## src/hdl/pmc_pkg.sv

```systemverilog
/*
 * Shared constants and types for the power mode and clock control block.
 * Assumes a single synchronous clock domain; pin inputs are synchronised
 * in the top module before use.
 */
package pmc_pkg;

  // ****************************************************************
  // Operating modes
  // ****************************************************************
  typedef enum logic [1:0] {
    PMC_FULL_ON,
    PMC_ACTIVE,
    PMC_SLEEP,
    PMC_DEEP_SLEEP
  } pmc_mode_e;

  // ****************************************************************
  // Widths and field layout
  // ****************************************************************
  localparam int PMC_MSEL_W = 5;   // Multiplier 1x to 31x
  localparam int PMC_SSEL_W = 2;   // Core to system ratio select
  localparam int PMC_NUM_PERIPH = 12;
  localparam int PMC_DIV_CNT_W = 3;

  // Peripheral clock enable bit positions
  localparam int PMC_PER_PCI = 0;
  localparam int PMC_PER_EBUS = 1;
  localparam int PMC_PER_FLAGS = 2;
  localparam int PMC_PER_MEMDMA = 3;
  localparam int PMC_PER_SPORT0 = 4;
  localparam int PMC_PER_SPORT1 = 5;
  localparam int PMC_PER_SPI0 = 6;
  localparam int PMC_PER_SPI1 = 7;
  localparam int PMC_PER_UART0 = 8;
  localparam int PMC_PER_UART1 = 9;
  localparam int PMC_PER_TIMERS = 10;
  localparam int PMC_PER_USB = 11;

  // ****************************************************************
  // Ratio encodings and reset values
  // ****************************************************************
  localparam logic [1:0] PMC_SSEL_2_0 = 2'h0;
  localparam logic [1:0] PMC_SSEL_2_5 = 2'h1;
  localparam logic [1:0] PMC_SSEL_3_0 = 2'h2;
  localparam logic [1:0] PMC_SSEL_4_0 = 2'h3;

  // Period lengths in core ticks; 2.5 alternates short and long
  localparam logic [2:0] PMC_LEN_2 = 3'h2;
  localparam logic [2:0] PMC_LEN_3 = 3'h3;
  localparam logic [2:0] PMC_LEN_4 = 3'h4;

  localparam logic [4:0] PMC_MSEL_MIN = 5'h01;
  localparam logic [11:0] PMC_IOCK_RST = 12'hfff;
  localparam logic [4:0] PMC_MSEL_RST = 5'h01;
  localparam logic [1:0] PMC_SSEL_RST = 2'h0;

endpackage

```

## src/hdl/pmc_sysclk_div.sv

```systemverilog
/*
 * System clock divider: turns core-rate ticks into a system clock level
 * and a one-cycle system tick per period.
 * Assumes base_tick comes from logic on the same clock.
 */
`timescale 1ns/1ps

module pmc_sysclk_div
  import pmc_pkg::*;
(
  input wire logic mclk,
  input wire logic rst_b,
  input wire logic base_tick,
  input wire logic [pmc_pkg::PMC_SSEL_W-1:0] ratio_sel,
  output logic sys_tick_q,
  output logic sys_level_q
);

  logic [PMC_DIV_CNT_W-1:0] cnt_q;
  logic [PMC_DIV_CNT_W-1:0] len_q;
  logic alt_q;
  logic [PMC_DIV_CNT_W-1:0] len_d;
  logic wrap;

  // ****************************************************************
  // Period length for the next period
  // ****************************************************************
  // Ratio is only taken up at a wrap, so no period is ever shortened
  always_comb begin
    len_d = PMC_LEN_2;
    case (ratio_sel)
      PMC_SSEL_2_0: len_d = PMC_LEN_2;
      PMC_SSEL_2_5: len_d = alt_q ? PMC_LEN_3 : PMC_LEN_2;
      PMC_SSEL_3_0: len_d = PMC_LEN_3;
      default: len_d = PMC_LEN_4;
    endcase
  end

  assign wrap = base_tick && (cnt_q == len_q - 3'h1);

  // Counter and length reload on clean boundaries
  always_ff @(posedge mclk or negedge rst_b) begin
    if (!rst_b) begin
      cnt_q <= '0;
      len_q <= PMC_LEN_2;
      alt_q <= 1'b0;
    end else if (wrap) begin
      cnt_q <= '0;
      len_q <= len_d;
      alt_q <= (ratio_sel == PMC_SSEL_2_5) ? ~alt_q : 1'b0;
    end else if (base_tick) begin
      cnt_q <= cnt_q + 3'h1;
    end
  end

  // Level high for the first half of each period, rounded down
  always_ff @(posedge mclk or negedge rst_b) begin
    if (!rst_b) begin
      sys_tick_q <= 1'b0;
      sys_level_q <= 1'b0;
    end else begin
      sys_tick_q <= wrap;
      if (wrap) begin
        sys_level_q <= 1'b1;
      end else if (base_tick) begin
        sys_level_q <= ((cnt_q + 3'h1) < (len_q >> 1));
      end
    end
  end

endmodule // pmc_sysclk_div

```

## src/hdl/pmc_top.sv

```systemverilog
/*
 * Power mode and clock control: mode state machine, core and system
 * clock ticks, peripheral clock gating and strap capture.
 * Assumes mclk is the multiplied PLL output; ref_clock_in, interrupt and
 * strap pins are asynchronous; software strobes are synchronous to mclk.
 */
`timescale 1ns/1ps

module pmc_top
  import pmc_pkg::*;
#(
  parameter int NUM_PERIPH = pmc_pkg::PMC_NUM_PERIPH
)
(
  input wire logic mclk,
  input wire logic rst_b,
  input wire logic ref_clock_in,
  input wire logic wake_irq,
  input wire logic rtc_irq,
  input wire logic [pmc_pkg::PMC_MSEL_W-1:0] multiplier_select_pins,
  input wire logic pll_bypass_pin,
  input wire logic divide_frequency_pin,
  input wire logic [pmc_pkg::PMC_SSEL_W-1:0] sysclk_select_pins,
  input wire logic ctl_wr,
  input wire logic [pmc_pkg::PMC_MSEL_W-1:0] ctl_msel,
  input wire logic ctl_bypass,
  input wire logic ctl_div_freq,
  input wire logic [pmc_pkg::PMC_SSEL_W-1:0] ctl_ssel,
  input wire logic iock_wr,
  input wire logic [NUM_PERIPH-1:0] iock_data,
  input wire logic mode_req,
  input wire pmc_pkg::pmc_mode_e mode_req_sel,
  input wire logic core_idle,
  output pmc_pkg::pmc_mode_e mode_q,
  output logic core_clock_q,
  output logic system_clock_output_pin,
  output logic [NUM_PERIPH-1:0] periph_clk_q,
  output logic deep_sleep_indicator_q,
  output logic pll_enable_q,
  output logic pll_bypass_q,
  output logic pll_div_freq_q,
  output logic [pmc_pkg::PMC_MSEL_W-1:0] pll_mult_q,
  output logic [pmc_pkg::PMC_SSEL_W-1:0] sysclk_divider_select_q,
  output logic l1_dma_allow_q,
  output logic async_access_allow_q,
  output logic [NUM_PERIPH-1:0] periph_clock_enable_q
);

  // ****************************************************************
  // Reset release and pin synchronisers
  // ****************************************************************
  logic [1:0] rst_sync_q;
  logic rst_n;
  logic ref_s1_q, ref_s2_q, ref_s3_q;
  logic wake_s1_q, wake_s2_q;
  logic rtc_s1_q, rtc_s2_q;
  logic [PMC_MSEL_W-1:0] strap_mult_s1_q, strap_mult_s2_q;
  logic [PMC_SSEL_W-1:0] strap_ratio_s1_q, strap_ratio_s2_q;
  logic strap_byp_s1_q, strap_byp_s2_q;
  logic strap_divf_s1_q, strap_divf_s2_q;
  logic strap_done_q;
  logic half_q;
  logic ref_rise;
  logic base_tick;
  logic sys_tick;
  logic sys_level;
  logic pll_bypass_bit_q;
  pmc_mode_e mode_d;

  // Reset asserts at once and releases two clocks later
  always_ff @(posedge mclk or negedge rst_b) begin
    if (!rst_b) begin
      rst_sync_q <= 2'h0;
    end else begin
      rst_sync_q <= {rst_sync_q[0], 1'b1};
    end
  end
  assign rst_n = rst_sync_q[1];

  // Pin inputs pass two flops; only the second stage is read, except ref, whose third flop feeds its edge detect
  always_ff @(posedge mclk or negedge rst_n) begin
    if (!rst_n) begin
      ref_s1_q <= 1'b0;
      ref_s2_q <= 1'b0;
      ref_s3_q <= 1'b0;
      wake_s1_q <= 1'b0;
      wake_s2_q <= 1'b0;
      rtc_s1_q <= 1'b0;
      rtc_s2_q <= 1'b0;
    end else begin
      ref_s1_q <= ref_clock_in;
      ref_s2_q <= ref_s1_q;
      ref_s3_q <= ref_s2_q;
      wake_s1_q <= wake_irq;
      wake_s2_q <= wake_s1_q;
      rtc_s1_q <= rtc_irq;
      rtc_s2_q <= rtc_s1_q;
    end
  end

  // Strap pairs carry no reset, so they are already full when reset lifts
  always_ff @(posedge mclk) begin
    strap_mult_s1_q <= multiplier_select_pins;
    strap_mult_s2_q <= strap_mult_s1_q;
    strap_ratio_s1_q <= sysclk_select_pins;
    strap_ratio_s2_q <= strap_ratio_s1_q;
    strap_byp_s1_q <= pll_bypass_pin;
    strap_byp_s2_q <= strap_byp_s1_q;
    strap_divf_s1_q <= divide_frequency_pin;
    strap_divf_s2_q <= strap_divf_s1_q;
  end

  assign ref_rise = ref_s2_q && !ref_s3_q;

  // ****************************************************************
  // PLL control register and straps
  // ****************************************************************
  // Straps are caught by the first clock after release, never by reset
  always_ff @(posedge mclk or negedge rst_n) begin
    if (!rst_n) begin
      strap_done_q <= 1'b0;
      pll_mult_q <= PMC_MSEL_RST;
      pll_bypass_bit_q <= 1'b0;
      pll_div_freq_q <= 1'b0;
      sysclk_divider_select_q <= PMC_SSEL_RST;
    end else if (!strap_done_q) begin
      strap_done_q <= 1'b1;
      // Zero would mean no multiply at all; clamp to 1x
      pll_mult_q <= (strap_mult_s2_q == '0) ? PMC_MSEL_MIN
                    : strap_mult_s2_q;
      pll_bypass_bit_q <= strap_byp_s2_q;
      pll_div_freq_q <= strap_divf_s2_q;
      sysclk_divider_select_q <= strap_ratio_s2_q;
    end else if (ctl_wr) begin
      // Multiplier only moves while the PLL is bypassed and unused
      if (mode_q == PMC_ACTIVE) begin
        pll_mult_q <= (ctl_msel == '0) ? PMC_MSEL_MIN : ctl_msel;
        pll_div_freq_q <= ctl_div_freq;
      end
      pll_bypass_bit_q <= ctl_bypass;
      sysclk_divider_select_q <= ctl_ssel;
    end
  end

  // Peripheral clock enable register
  always_ff @(posedge mclk or negedge rst_n) begin
    if (!rst_n) begin
      periph_clock_enable_q <= PMC_IOCK_RST[NUM_PERIPH-1:0];
    end else if (iock_wr) begin
      periph_clock_enable_q <= iock_data;
    end
  end

  // ****************************************************************
  // Mode state machine
  // ****************************************************************
  // Reset itself is the deep sleep reset exit; the strap picks the mode
  always_comb begin
    mode_d = mode_q;
    if (!strap_done_q) begin
      mode_d = strap_byp_s2_q ? PMC_ACTIVE : PMC_FULL_ON;
    end else begin
      case (mode_q)
        PMC_SLEEP: begin
          if (wake_s2_q || rtc_s2_q) begin
            mode_d = pll_bypass_bit_q ? PMC_ACTIVE : PMC_FULL_ON;
          end
        end
        PMC_DEEP_SLEEP: begin
          // Ordinary interrupts are ignored here
          if (rtc_s2_q) begin
            mode_d = PMC_FULL_ON;
          end
        end
        default: begin
          if (mode_req && core_idle) begin
            mode_d = mode_req_sel;
          end
        end
      endcase
    end
  end

  // Mode changes only at strap capture, at a system period boundary or from deep sleep
  always_ff @(posedge mclk or negedge rst_n) begin
    if (!rst_n) begin
      mode_q <= PMC_FULL_ON;
    end else if (!strap_done_q || sys_tick || mode_q == PMC_DEEP_SLEEP) begin
      mode_q <= mode_d;
    end
  end

  // ****************************************************************
  // Core tick generation
  // ****************************************************************
  // Half rate of the reference in bypass: one tick every second rise
  always_ff @(posedge mclk or negedge rst_n) begin
    if (!rst_n) begin
      half_q <= 1'b0;
    end else if (ref_rise) begin
      half_q <= ~half_q;
    end
  end

  always_comb begin
    base_tick = 1'b0;
    case (mode_q)
      PMC_FULL_ON: base_tick = 1'b1;
      PMC_ACTIVE: base_tick = ref_rise && half_q;
      PMC_SLEEP: base_tick = pll_bypass_bit_q ? (ref_rise && half_q) : 1'b1;
      default: base_tick = 1'b0;
    endcase
  end

  pmc_sysclk_div u_div (
    .mclk(mclk),
    .rst_b(rst_n),
    .base_tick(base_tick),
    .ratio_sel(sysclk_divider_select_q),
    .sys_tick_q(sys_tick),
    .sys_level_q(sys_level)
  );

  // ****************************************************************
  // Clock and status outputs
  // ****************************************************************
  always_ff @(posedge mclk or negedge rst_n) begin
    if (!rst_n) begin
      core_clock_q <= 1'b0;
      system_clock_output_pin <= 1'b0;
      pll_enable_q <= 1'b1;
      pll_bypass_q <= 1'b0;
      deep_sleep_indicator_q <= 1'b0;
      l1_dma_allow_q <= 1'b0;
      async_access_allow_q <= 1'b0;
    end else begin
      // Core ticks are whole pulses, so gating never clips one
      core_clock_q <= base_tick && (mode_q == PMC_FULL_ON || mode_q == PMC_ACTIVE);
      system_clock_output_pin <= sys_level && (mode_q != PMC_DEEP_SLEEP);
      pll_enable_q <= (mode_q != PMC_DEEP_SLEEP);
      pll_bypass_q <= (mode_q == PMC_ACTIVE) ||
                      (mode_q == PMC_SLEEP && pll_bypass_bit_q);
      deep_sleep_indicator_q <= (mode_q == PMC_DEEP_SLEEP);
      l1_dma_allow_q <= (mode_q == PMC_FULL_ON || mode_q == PMC_ACTIVE);
      async_access_allow_q <= (mode_q != PMC_DEEP_SLEEP);
    end
  end

  // Peripheral clocks come from the system tick, one gate per unit
  genvar gi;
  generate
    for (gi = 0; gi < NUM_PERIPH; gi++) begin : g_per
      always_ff @(posedge mclk or negedge rst_n) begin
        if (!rst_n) begin
          periph_clk_q[gi] <= 1'b0;
        end else begin
          periph_clk_q[gi] <= sys_tick && periph_clock_enable_q[gi]
                              && (mode_q != PMC_DEEP_SLEEP);
        end
      end
    end
  endgenerate
endmodule // pmc_top

```

## config.mk

```make
export PLATFORM = sky130hd
export DESIGN_NAME = pmc_top
export DESIGN_NICKNAME = d
export VERILOG_FILES = /design/src/hdl/pmc_pkg.sv /design/src/hdl/pmc_sysclk_div.sv /design/src/hdl/pmc_top.sv
export SDC_FILE = /design/constraint.sdc
export NUM_CORES = 1
export LEC_CHECK = 0
export BUFFER_PORTS_ARGS = -buffer_cell sky130_fd_sc_hd__clkbuf_2
export CORE_MARGIN = 3
export CORE_UTILIZATION = 30
export DETAILED_ROUTE_END_ITERATION = 7
export GPL_ROUTABILITY_DRIVEN = 0
export MAX_ROUTING_LAYER = met4
export PLACE_DENSITY = 0.61
export SYNTH_ARGS = -nofsm -noshare
export SYNTH_HDL_FRONTEND = slang
export SYNTH_SLANG_ARGS = --single-unit
```

## constraint.sdc

```tcl
create_clock -name mclk -period 2.2 [get_ports mclk]
set_input_delay 0.22 -clock mclk [delete_from_list [all_inputs] [get_ports mclk]]
set_output_delay 0.22 -clock mclk [all_outputs]
set_load 0.02 [all_outputs]
```

# After elaboration in Yosys (flattened, before gate mapping)
# Cells that the tools add are included.
[totals]
register_bits = 80
inputBits = 41
wordCells = 138
[op_classes]
addsub = 2
magnitude_cmp = 1
eq_ne = 12
mux = 28
n_bitwise = 2
reduce_logical = 45
[op_table]
columns = ["operator", "n"]
rows = [
  ["1-bit logical AND", 31],
  ["5-bit 2-to-1 mux", 5],
  ["1-bit 2-to-1 mux", 12],
  ["2-bit 2-to-1 mux", 6],
  ["5-bit zero test", 2],
  ["3-bit case mux with 3 select lines", 1],
  ["2-bit == test (second input constant)", 3],
  ["3-bit 2-to-1 mux", 2],
  ["3-bit inequality test (second input constant)", 2],
  ["1-bit logical OR", 5],
  ["2-bit by 1-bit == test with 1-bit output (second input constant)", 2],
  ["2-bit zero test", 2],
  ["2-bit inequality test (second input constant)", 2],
  ["4-bit by 1-bit inequality test with 1-bit output (second input constant)", 1],
  ["2-bit case mux with 2 select lines", 1],
  ["4-bit AND reduction", 1],
  ["3-bit by 1-bit adder with 3-bit output (second input constant)", 1],
  ["3-bit == test", 1],
  ["3-bit by 2-bit < comparator with 1-bit output", 1],
  ["1-bit case mux with 3 select lines", 1],
  ["3-bit by 1-bit subtractor with 3-bit output (second input constant)", 1],
  ["1-bit zero test", 2],
  ["2-bit by 1-bit inequality test with 1-bit output (second input constant)", 1],
  ["1-bit NOT", 2],
  ["other kinds (2)", 2],
]

# Logic depth before layout (Yosys ltp)
# Gate-level depths: netlist of the first run.
[depth]
ltp_word = 7
depth_mapped = 8
ltp_nobuf = 7

# Modules after synthesis
# From an unflattened synthesis of the first run, not the netlist that was laid out.
[unflattened]
hier_cells = 201
hier_area_um2 = 2810.2
[by_module_without_submodules]
columns = ["module", "n_inst", "cells_per_inst", "area_per_inst_um2"]
rows = [
  ["pmc_top", 1, 161, 2309.7],
  ["pmc_sysclk_div", 1, 40, 500.5],
]

# Worst setup path after synthesis of the first run
# Ideal clock, no wire load.
[synth_path]
path_type = "register to register"
startpoint = "register u_div.len_q[1]"
endpoint = "register u_div.len_q[1]"
setup_ps = 77
t_arrival_ps = 1692
required_ps = 2123
path_slack_ps = 431
stages_incl_launch_ff = 9
n_path_buf = 1
period_less_slack_ps = 1769
path_cell_list = "dfstp_2 inv_1 ha_1 xnor2_2 nor3_4 and2b_1 buf_6 nand3_2 o21a_1"
[synth_via]
elab_chain_len = 3
[synth_rtl]
columns = ["element", "line", "text"]
rows = [
  ["start: declaration", "pmc_sysclk_div.sv:20", "logic [PMC_DIV_CNT_W-1:0] len_q;"],
  ["start signal: assignment", "pmc_sysclk_div.sv:49", "len_q <= len_d;"],
  ["3-bit by 1-bit subtractor with 3-bit output", "pmc_sysclk_div.sv:39", "assign wrap = base_tick && (cnt_q == len_q - 3'h1);"],
  ["3-bit == test", "pmc_sysclk_div.sv:39", ""],
  ["1-bit logical AND", "pmc_sysclk_div.sv:39", ""],
  ["via u_div.wrap", "pmc_sysclk_div.sv:23", "logic wrap;"],
]
# The timed path passes the listed nets, and every way through them passes these cells.
# A chain may end at the register's enable or synchronous reset.

# Worst setup path in the final report of the first run
[layout_path]
startpoint = "register u_div.len_q[1]"
endpoint = "register u_div.len_q[0]"
[layout_via]
elab_chain_len = 3
[layout_rtl]
columns = ["element", "line"]
rows = [
  ["3-bit by 1-bit subtractor with 3-bit output", "pmc_sysclk_div.sv:39"],
  ["3-bit == test", "pmc_sysclk_div.sv:39"],
  ["1-bit logical AND", "pmc_sysclk_div.sv:39"],
]
# No other way between the ends.

==> results of run 1 <==
-- layout make-up --
| cell class | instances | share of cell area, % |
|---|---|---|
| well taps | 108 | 3.668 |
| repair buffers | 95 | 15.08 |
| flip-flops and latches | 80 | 52.45 |
| clock buffers | 11 | 4.416 |
| multi-input cells | 114 | 22.45 |
| clock inverters | 5 | 1.121 |
| inverters | 8 | 0.8152 |
-- worst min-delay path by stage --
| stage | endpoint | start | slack [ps] |
|---|---|---|---|
| CTS | periph_clock_enable_q[10] | iock_data[10] | 80 |
| floorplan | rst_sync_q[0] | rst_b | -80 |
| detailed placement | rst_sync_q[0] | rst_b | 10 |
| finish | periph_clock_enable_q[10] | iock_data[10] | 100 |
| global route | periph_clock_enable_q[10] | iock_data[10] | 80 |
| global placement | rst_sync_q[0] | rst_b | 6 |
-- stage by stage --
step / total power (uW) / util (%) / setup slack [ps] / cells / hold slack, ps
2_1_floorplan: 2522 / - / 372.1 / 210 / -75.59
3_3_place_gp: 2705 / 37.49 / 314.3 / 392 / 6.116
3_5_place_dp: 2728 / 37.49 / 274.2 / 392 / 11.19
4_1_cts: 3846 / 41.23 / 244.3 / 421 / 82.10
5_1_grt: 4023 / 41.23 / 119.8 / 421 / 78.38
6_report: 3779 / 41.23 / 249.6 / 421 / 103.1
-- worst register-to-register path, delay by kind of cell, from the launching register on --
family,cells,cell delay (ps)
AOI/OAI and AO/OA,1,140
xor gates and xnor gates,1,150
adders and majority gates,1,300
buffers and inverters,1,50
DFF,1,550
and+or+nand+nor,3,690
-- what timing repair did --
item / in CTS / in global routing
endpoints found under the hold margin: 14 / 0
hold buffers: 13 / 0
gates resized for setup: 0 / 0
-- power groups by stage --
stage	clock network [uW]	logic, uW	registers (uW)
6_report	1070	877	1830
5_1_grt	1180	985	1860
4_1_cts	1120	891	1830
3_5_place_dp	0	867	1860
3_3_place_gp	0	848	1860
2_1_floorplan	0	604	1920
-- cells in the mapped netlist (all sizes together), types with 2 or more instances --
library cell,instances,share of area [%]
a21oi,14,2.5
and3,12,2.7
buf,3,0.71
clkbuf,5,0.66
dfrtp,47,42
dfstp,15,14
dfxtp,18,13
ha,3,1.3
inv,8,1.1
mux2,12,4.8
mux2i,9,3.2
nand2,6,0.80
nand2b,3,0.66
nand3,4,0.89
nor2,16,2.1
nor3,3,0.93
nor4,2,0.44
o21ai,8,1.4
o22ai,2,0.93
xnor2,4,1.5
-- sequential cells by signal (all words and copies together) (netlist names), 2 cells and up --
signal                   count
pll_mult_q                   5
periph_clock_enable_q       12
strap_mult_s1_q              5
strap_ratio_s1_q             2
u_div.cnt_q                  3
sysclk_divider_select_q      2
rst_sync_q                   2
mode_q                       2
periph_clk_q                12
strap_ratio_s2_q             2
strap_mult_s2_q              5
u_div.len_q                  3
-- layer usage --
metal / track usage [%] / vias up / routed length, um
met1: 12.92 / 871 / 2369
li1: - / 913 / -
met3: 3.992 / 8 / 354
met5: - / - / 0
met4: 4.681 / 0 / 69
met2: 17.71 / 61 / 2614
-- cells by family (layout without fill, tap and decap cells) --
logic type	Yosys count	after routing	synth area share (%)
AND/OR/NAND/NOR	53	53	10.59
other	1	2	0.1329
multiplexers	21	21	7.979
XOR/XNOR	5	5	2.394
flip-flops	80	80	68.40
adder cells (fa/ha/maj)	3	3	1.330
AO/OA/AOI/OAI	30	30	6.738
buffers and inverters	16	119	2.438
==> results.md, run 1 <==
- The type of the setup path with the least slack is flop to flop.
- After routing, the total negative slack on setup checks comes to 0 ps.
- The dominant synthesized flop cell is sky130_fd_sc_hd__dfrtp_1.
- After synthesis, the share of flip-flops with an asynchronous set or reset is 77.50%.
- Setup repair after global routing left no endpoint under its margin.
- The number of setup violations in the final report is 0.
- Clock-pin slew was measured on the worst setup and hold paths at 90 ps.
- The register-to-register path setup slack is 250 ps.
- Among cell families on the critical path, the largest total delay comes from simple AND/OR/NAND/NOR gates.
- The synthesized design contains 0 enable-type register cells.
- With fillers left out, the area of the finished cells amounts to 3684 um^2.
- The die is 103 um wide.
- Summed over all nets, the switching power comes to 1150 uW.
- The largest net degree at the start of global routing is 32.
- Leaving out fill and tap cells, the most frequent cells in the layout are sky130_fd_sc_hd__clkbuf_2 (81), sky130_fd_sc_hd__dfrtp_1 (46), sky130_fd_sc_hd__dfxtp_1 (18), sky130_fd_sc_hd__nor2_1 (16), sky130_fd_sc_hd__dfstp_2 (15).
- In this run the tool buffered the top-level ports with 81 buffer cells.
- Traced cell by cell, the critical path runs through inv_1 -> ha_1 -> xnor2_2 -> nor3_4 -> and2b_1 -> nor2_1 -> a31oi_2.
- Clock latency on the worst-skew pair, taken at its later pin, is 340 ps.
- The kind of launch point of the worst setup path is a flop.
- The initial antenna violation count is 0.
- In the routed layout, each cell is associated on average with a via count of 4.401.
- The floorplan step defined a die boundary enclosing 10,610 um^2.
- After synthesis the netlist holds a flip-flop and latch count of 80.
- The via count of the first global-routing pass is 1,836.
- Registers are responsible for 48.4% of the overall power.
- The internal portion of the total power is 2629 uW.
- The total count of max-transition violations in the final report was 0.
- For this run, the total global-route usage over all layers was measured as 11.20%.
- STA puts the critical path data required time at 2460 ps.
- The final critical-path required period is 1950 ps.
- The H-tree depth reported by CTS is 3.
- For the worst flop-to-flop path, the logic depth is 7.
- Pin placement for this block handled 82 I/O pins.
- Following the worst setup path forward leads to its endpoint at u_div.len_q[0].
- The worst path buffer plus inverter count is 1.
- In this run the static leakage power is 0.001824 uW.
- The number of iterations in the first detailed-routing pass is 4.
- The number of diodes added for antenna fixing is 0.
- On the critical path, the stage with the largest delay is an instance of sky130_fd_sc_hd__dfstp_2.
- Dividing the final minimum period by the clock period gives 88.65%.
- The number of fillers in the final layout is 850.
- Combinational logic is responsible for 23.2% of the overall power.
- The routed layout has 1,853 vias.
- After detailed routing, the average wire length per cell comes to 12.84 um.
- The CTS tree is built.
- The run finished with clean final reports.
- The number of logic stages on the critical path including buffering is 7.
- The highest clock rate is 0.5127 GHz.
- The area of the core region is 8934 um^2.
- Compared with the post-synthesis result, the final layout area differs by 30.50%.
- The footprint of the flip-flops and latches is 1932 um^2.
- Detailed placement finished with a half-perimeter wire length of 3800 um.
- The first global-routing pass estimated 8790 um of wire.
- The clock net sink count is 80.
- The fraction of power consumed by the clock network is 28.4%.
- After synthesis, the mean cell area works out to 13.51 um^2.
- The effective utilization at floorplan is 31.60%.
- The vertical die dimension is 103 um.
- The reg-to-reg critical path endpoint is u_div.len_q[0].
- After global routing the overflow that remains totals 0.
- The count of cells along the worst hold path is 2.
- For the worst setup path, the data arrival time is 2210 ps.
- The endpoint type of the worst setup path is a flop.
- The number of nets still failing antenna checks after routing is 0.
- VDD sags by at most 0.4922 mV.
- The slew at the pin closest to its max-slew limit is 645.3 ps.
- In the final layout, the multi-input gates occupy 827.0 um^2.
- The clock buffer count from CTS is 9.
- Summing all placed instances gives a cell area of 3349 um^2.
- The count of distinct cell types in the synthesized netlist is 43.
- After the first detailed-routing iteration, the DRC count stood at 45.
- The max-capacitance violation count is 0.
- The worst setup path startpoint is u_div.len_q[1].
- The count of final hold-check violations is 0.
- The synthesized netlist occupies a cell area of 2823 um^2.
- The clock passes through at most 2 buffers.
- The launching point of the worst reg2reg path is u_div.len_q[1].
- After detailed routing, the number of remaining DRC violations is 0.
- Buffers added to address setup during post-CTS repair amount to 0.
- The final wirelength is 5407 um.
- The number of nets in the layout is 352.
- The areal power density over the cells is 1026 nW/um^2.
- The type of the worst min-delay path is input pin to flop.
- The fraction of layout instances using a drive strength above 1 is 42.81%.
- Yosys printed 0 warnings.
- Clock skew on the completed layout was measured at 12.05 ps.
- Net switching is 30.43% of the power.
- Of all nets on the critical path, the largest fanout is 8.
- The stage delay of the slowest cell on the critical path is 550 ps.
- The clock tree root driver cell is sky130_fd_sc_hd__clkbuf_8.
- The cell row count is 34.
- Of the synthesized area, sequential elements account for 68.40%.
- The instance count of the mapped netlist is 209.
- The leading cell type in the layout, fill and taps excluded is sky130_fd_sc_hd__clkbuf_2.
- The normalized max-slew margin is 56.98%.
(Power assumes the default switching activity.)
==> run 2: changes to the inputs <==
==> constraint.sdc (replaced) <==
create_clock -name mclk -period 2.2 [get_ports mclk]
set_input_delay 0.11 -clock mclk [delete_from_list [all_inputs] [get_ports mclk]]
set_output_delay 0.11 -clock mclk [all_outputs]
set_load 0.02 [all_outputs]
==> results.md, run 2 (synthesis results as in run 1) <==
- The required time at the endpoint of the critical path is 2460 ps (about the same).
- The total congestion overflow is 0 (unchanged).
- RSZ-0062 raised after global routing: no (unchanged).
- The horizontal die dimension came to 103 um (unchanged).
- The number of diodes added for antenna fixing is 0 (unchanged).
- The global router's overall resource usage is 11.48% (was 11.20%).
- The areal power density over the cells is 998.2 nW/um^2 (was 1026 nW/um^2).
- The cell row count is 34 (unchanged).
- The switching part of the total power is 30.40% (was 30.43%).
- The post-detailed-route wirelength per cell is 12.84 um (about the same).
- The largest vdd supply drop came to 0.4922 mV (about the same).
- The final clock skew is 12.05 ps (about the same).
- The internal cell power is 2643 uW (was 2629 uW).
- The leakage dissipation was 0.001874 uW (was 0.001824 uW).
- The floorplan die area is 10,610 um^2 (unchanged).
- The data arrival time at the worst-slack endpoint is 2210 ps (about the same).
- The clock buffer count from CTS is 9 (unchanged).
- The final setup slack of the worst path is 249.6 ps (about the same).
- The final wirelength is 5559 um (was 5407 um).
- The number of remaining DRC errors is 0 (unchanged).
- The fraction of power consumed by the clock network is 28.3% (was 28.4%).
- Commonest cells after routing, fill and taps aside: sky130_fd_sc_hd__clkbuf_2 (81), sky130_fd_sc_hd__dfrtp_1 (46), sky130_fd_sc_hd__dlygate4sd3_1 (25), sky130_fd_sc_hd__dfxtp_1 (18), sky130_fd_sc_hd__nor2_1 (16) (was sky130_fd_sc_hd__clkbuf_2 (81), sky130_fd_sc_hd__dfrtp_1 (46), sky130_fd_sc_hd__dfxtp_1 (18), sky130_fd_sc_hd__nor2_1 (16), sky130_fd_sc_hd__dfstp_2 (15)).
- The final critical-path required period is 1950 ps (about the same).
- The H-tree depth reported by CTS was 3 (unchanged).
- The number of ports placed on the die boundary is 82 (unchanged).
- The clock net sink count is 80 (unchanged).
- The count of final hold-check violations is 0 (unchanged).
- The maximum clock insertion buffer count is 2 (unchanged).
- The initial antenna violation count came to 0 (unchanged).
- The number of nets in the layout is 364 (was 352).
- The number of nets still failing antenna checks after routing was 0 (unchanged).
- The clock tree root driver cell is sky130_fd_sc_hd__clkbuf_8 (unchanged).
- The combinational fraction of design power is 23.5% (was 23.2%).
- The largest fanout of any net on the critical path was 8 (unchanged).
- The kind of launch point of the worst setup path is a flop (unchanged).
- The count of instances resized after the clock tree is built is 0 (unchanged).
- The slew at the pin closest to its max-slew limit is 651.4 ps (was 645.3 ps).
- The number of fillers in the final layout is 832 (was 850).
- The clock transition at the registers of the reported paths is 90 ps (about the same).
- The DRC violation total after the first TritonRoute iteration is 49 (was 45).
- The highest clock rate is 0.5127 GHz (unchanged).
- The largest net degree at the start of global routing is 32 (unchanged).
- The via count of the first global-routing pass came to 1,912 (was 1,836).
- The number of iterations in the first detailed-routing pass was 4 (unchanged).
- Largest registers: periph_clk_q x12, periph_clock_enable_q x12 (unchanged).
- The leading cell type in the layout, fill and taps excluded is sky130_fd_sc_hd__clkbuf_2 (unchanged).
- The clock network latency to the later pin of the worst-skew pair is 340 ps (about the same).
- The vertical die dimension is 103 um (unchanged).
- The via count is 1,906 (was 1,853).
- The final cycle utilization of the critical path came to 88.65% (about the same).
- The type of the setup path with the least slack is flop to flop (unchanged).
- The sequential power share came to 48.2% (was 48.4%).
- The type of the worst min-delay path is input pin to flop (unchanged).
- The total negative slack came to 0 ps (unchanged).
- The total count of max-transition violations in the final report came to 0 (unchanged).
- The total half-perimeter wirelength after legalization and detailed placement came to 3800 um (unchanged).
- The power spent charging and discharging nets is 1154 uW (was 1150 uW).
- The effective utilization at floorplan is 31.60% (unchanged).
- The endpoint type of the worst setup path is a flop (unchanged).
- The area added between synthesis and finish is 34.75% (was 30.50%).
- The number of port buffers was 81 (unchanged).
- The post-place setup slack came to 274.2 ps (unchanged).
- The normalized max-slew margin is 56.57% (was 56.98%).
- Status: complete, no violations (unchanged).
- The number of vias per cell after detailed routing is 4.402 (was 4.401).
- The number of setup violations in the final report was 0 (unchanged).
- The global-route wire length before repair was 9039 um (was 8790 um).
- The max-capacitance violation count is 0 (unchanged).
- The CTS tree is built (unchanged).
- The area of the core region came to 8934 um^2 (unchanged).
- The fraction of layout instances using a drive strength above 1 is 41.23% (was 42.81%).
run 2: changes by cell type in the layout (fill, tap and decap cells not counted), sizes merged:
cell	before	now
dlygate4sd3	13	25
run 2: worst max-delay path, cell delays in order (launching register included):
cell	delay, ps
sky130_fd_sc_hd__dfstp_2	550
sky130_fd_sc_hd__inv_1	50
sky130_fd_sc_hd__ha_1	300
sky130_fd_sc_hd__xnor2_2	150
sky130_fd_sc_hd__nor3_4	270
sky130_fd_sc_hd__and2b_1	330
sky130_fd_sc_hd__nor2_1	90
sky130_fd_sc_hd__a31oi_2	140
run 2: path summary, 6_finish.rpt:
check | start | end | slack (ps) | depth (start not counted)
hold / removal | mode_req_sel[1] | mode_q[1] | 30 | 3
setup / recovery | u_div.len_q[1] | u_div.len_q[0] | 250 | 7
setup reg to reg | u_div.len_q[1] | u_div.len_q[0] | 250 | 7
max in group asynchronous | rst_sync_q[1] | periph_clock_enable_q[6] | 1240 | 1
hold reg to reg | rst_sync_q[1] | periph_clk_q[5] | 290 | 0
min in group asynchronous | rst_b | rst_sync_q[1] | 80 | 2
run 2: power by group through the flow:
stage          Clock [uW]  Sequential [uW]  Combinational (uW)
2_1_floorplan           0             1920                 604
3_3_place_gp            0             1860                 848
3_5_place_dp            0             1860                 867
4_1_cts              1120             1830                 908
5_1_grt              1180             1860                1000
6_report             1070             1830                 894
run 2: area by class of cell:
cell class	count	area (um^2)	area share (%)
tap	108	135.1	3.553
inverter	8	30.03	0.7895
multi-input combinational	114	827.0	21.74
sequential	80	1932	50.79
timing repair buffer	107	675.6	17.76
clock inverter	5	41.29	1.086
clock buffer	11	162.7	4.276
run 2: per-stage QoR:
step                      power, uW  cell area (um^2)  std cells  hold slack, ps  utilization [%]
after detailed placement       2728              3349        392          -98.81            37.49
after global routing           4041              3804        433           21.52            42.58
after floorplan                2522              2826        210          -185.6                -
after global placement         2705              3349        392          -103.9            37.49
final                          3797              3804        433           25.12            42.58
after CTS                      3862              3804        433           5.335            42.58
run 2: repair_timing:
item | in CTS | in global routing
hold buffers | 25 | 0
endpoints found under the hold margin | 26 | 0
buffers inserted | 0 | 0
run 2: routing by layer:
metal	up-vias	global-route usage, %	routed length [um]
met4	0	4.681	69
met2	68	18.50	2749
li1	937	-	-
met1	893	13.06	2381
met3	8	3.992	359
met5	-	-	0
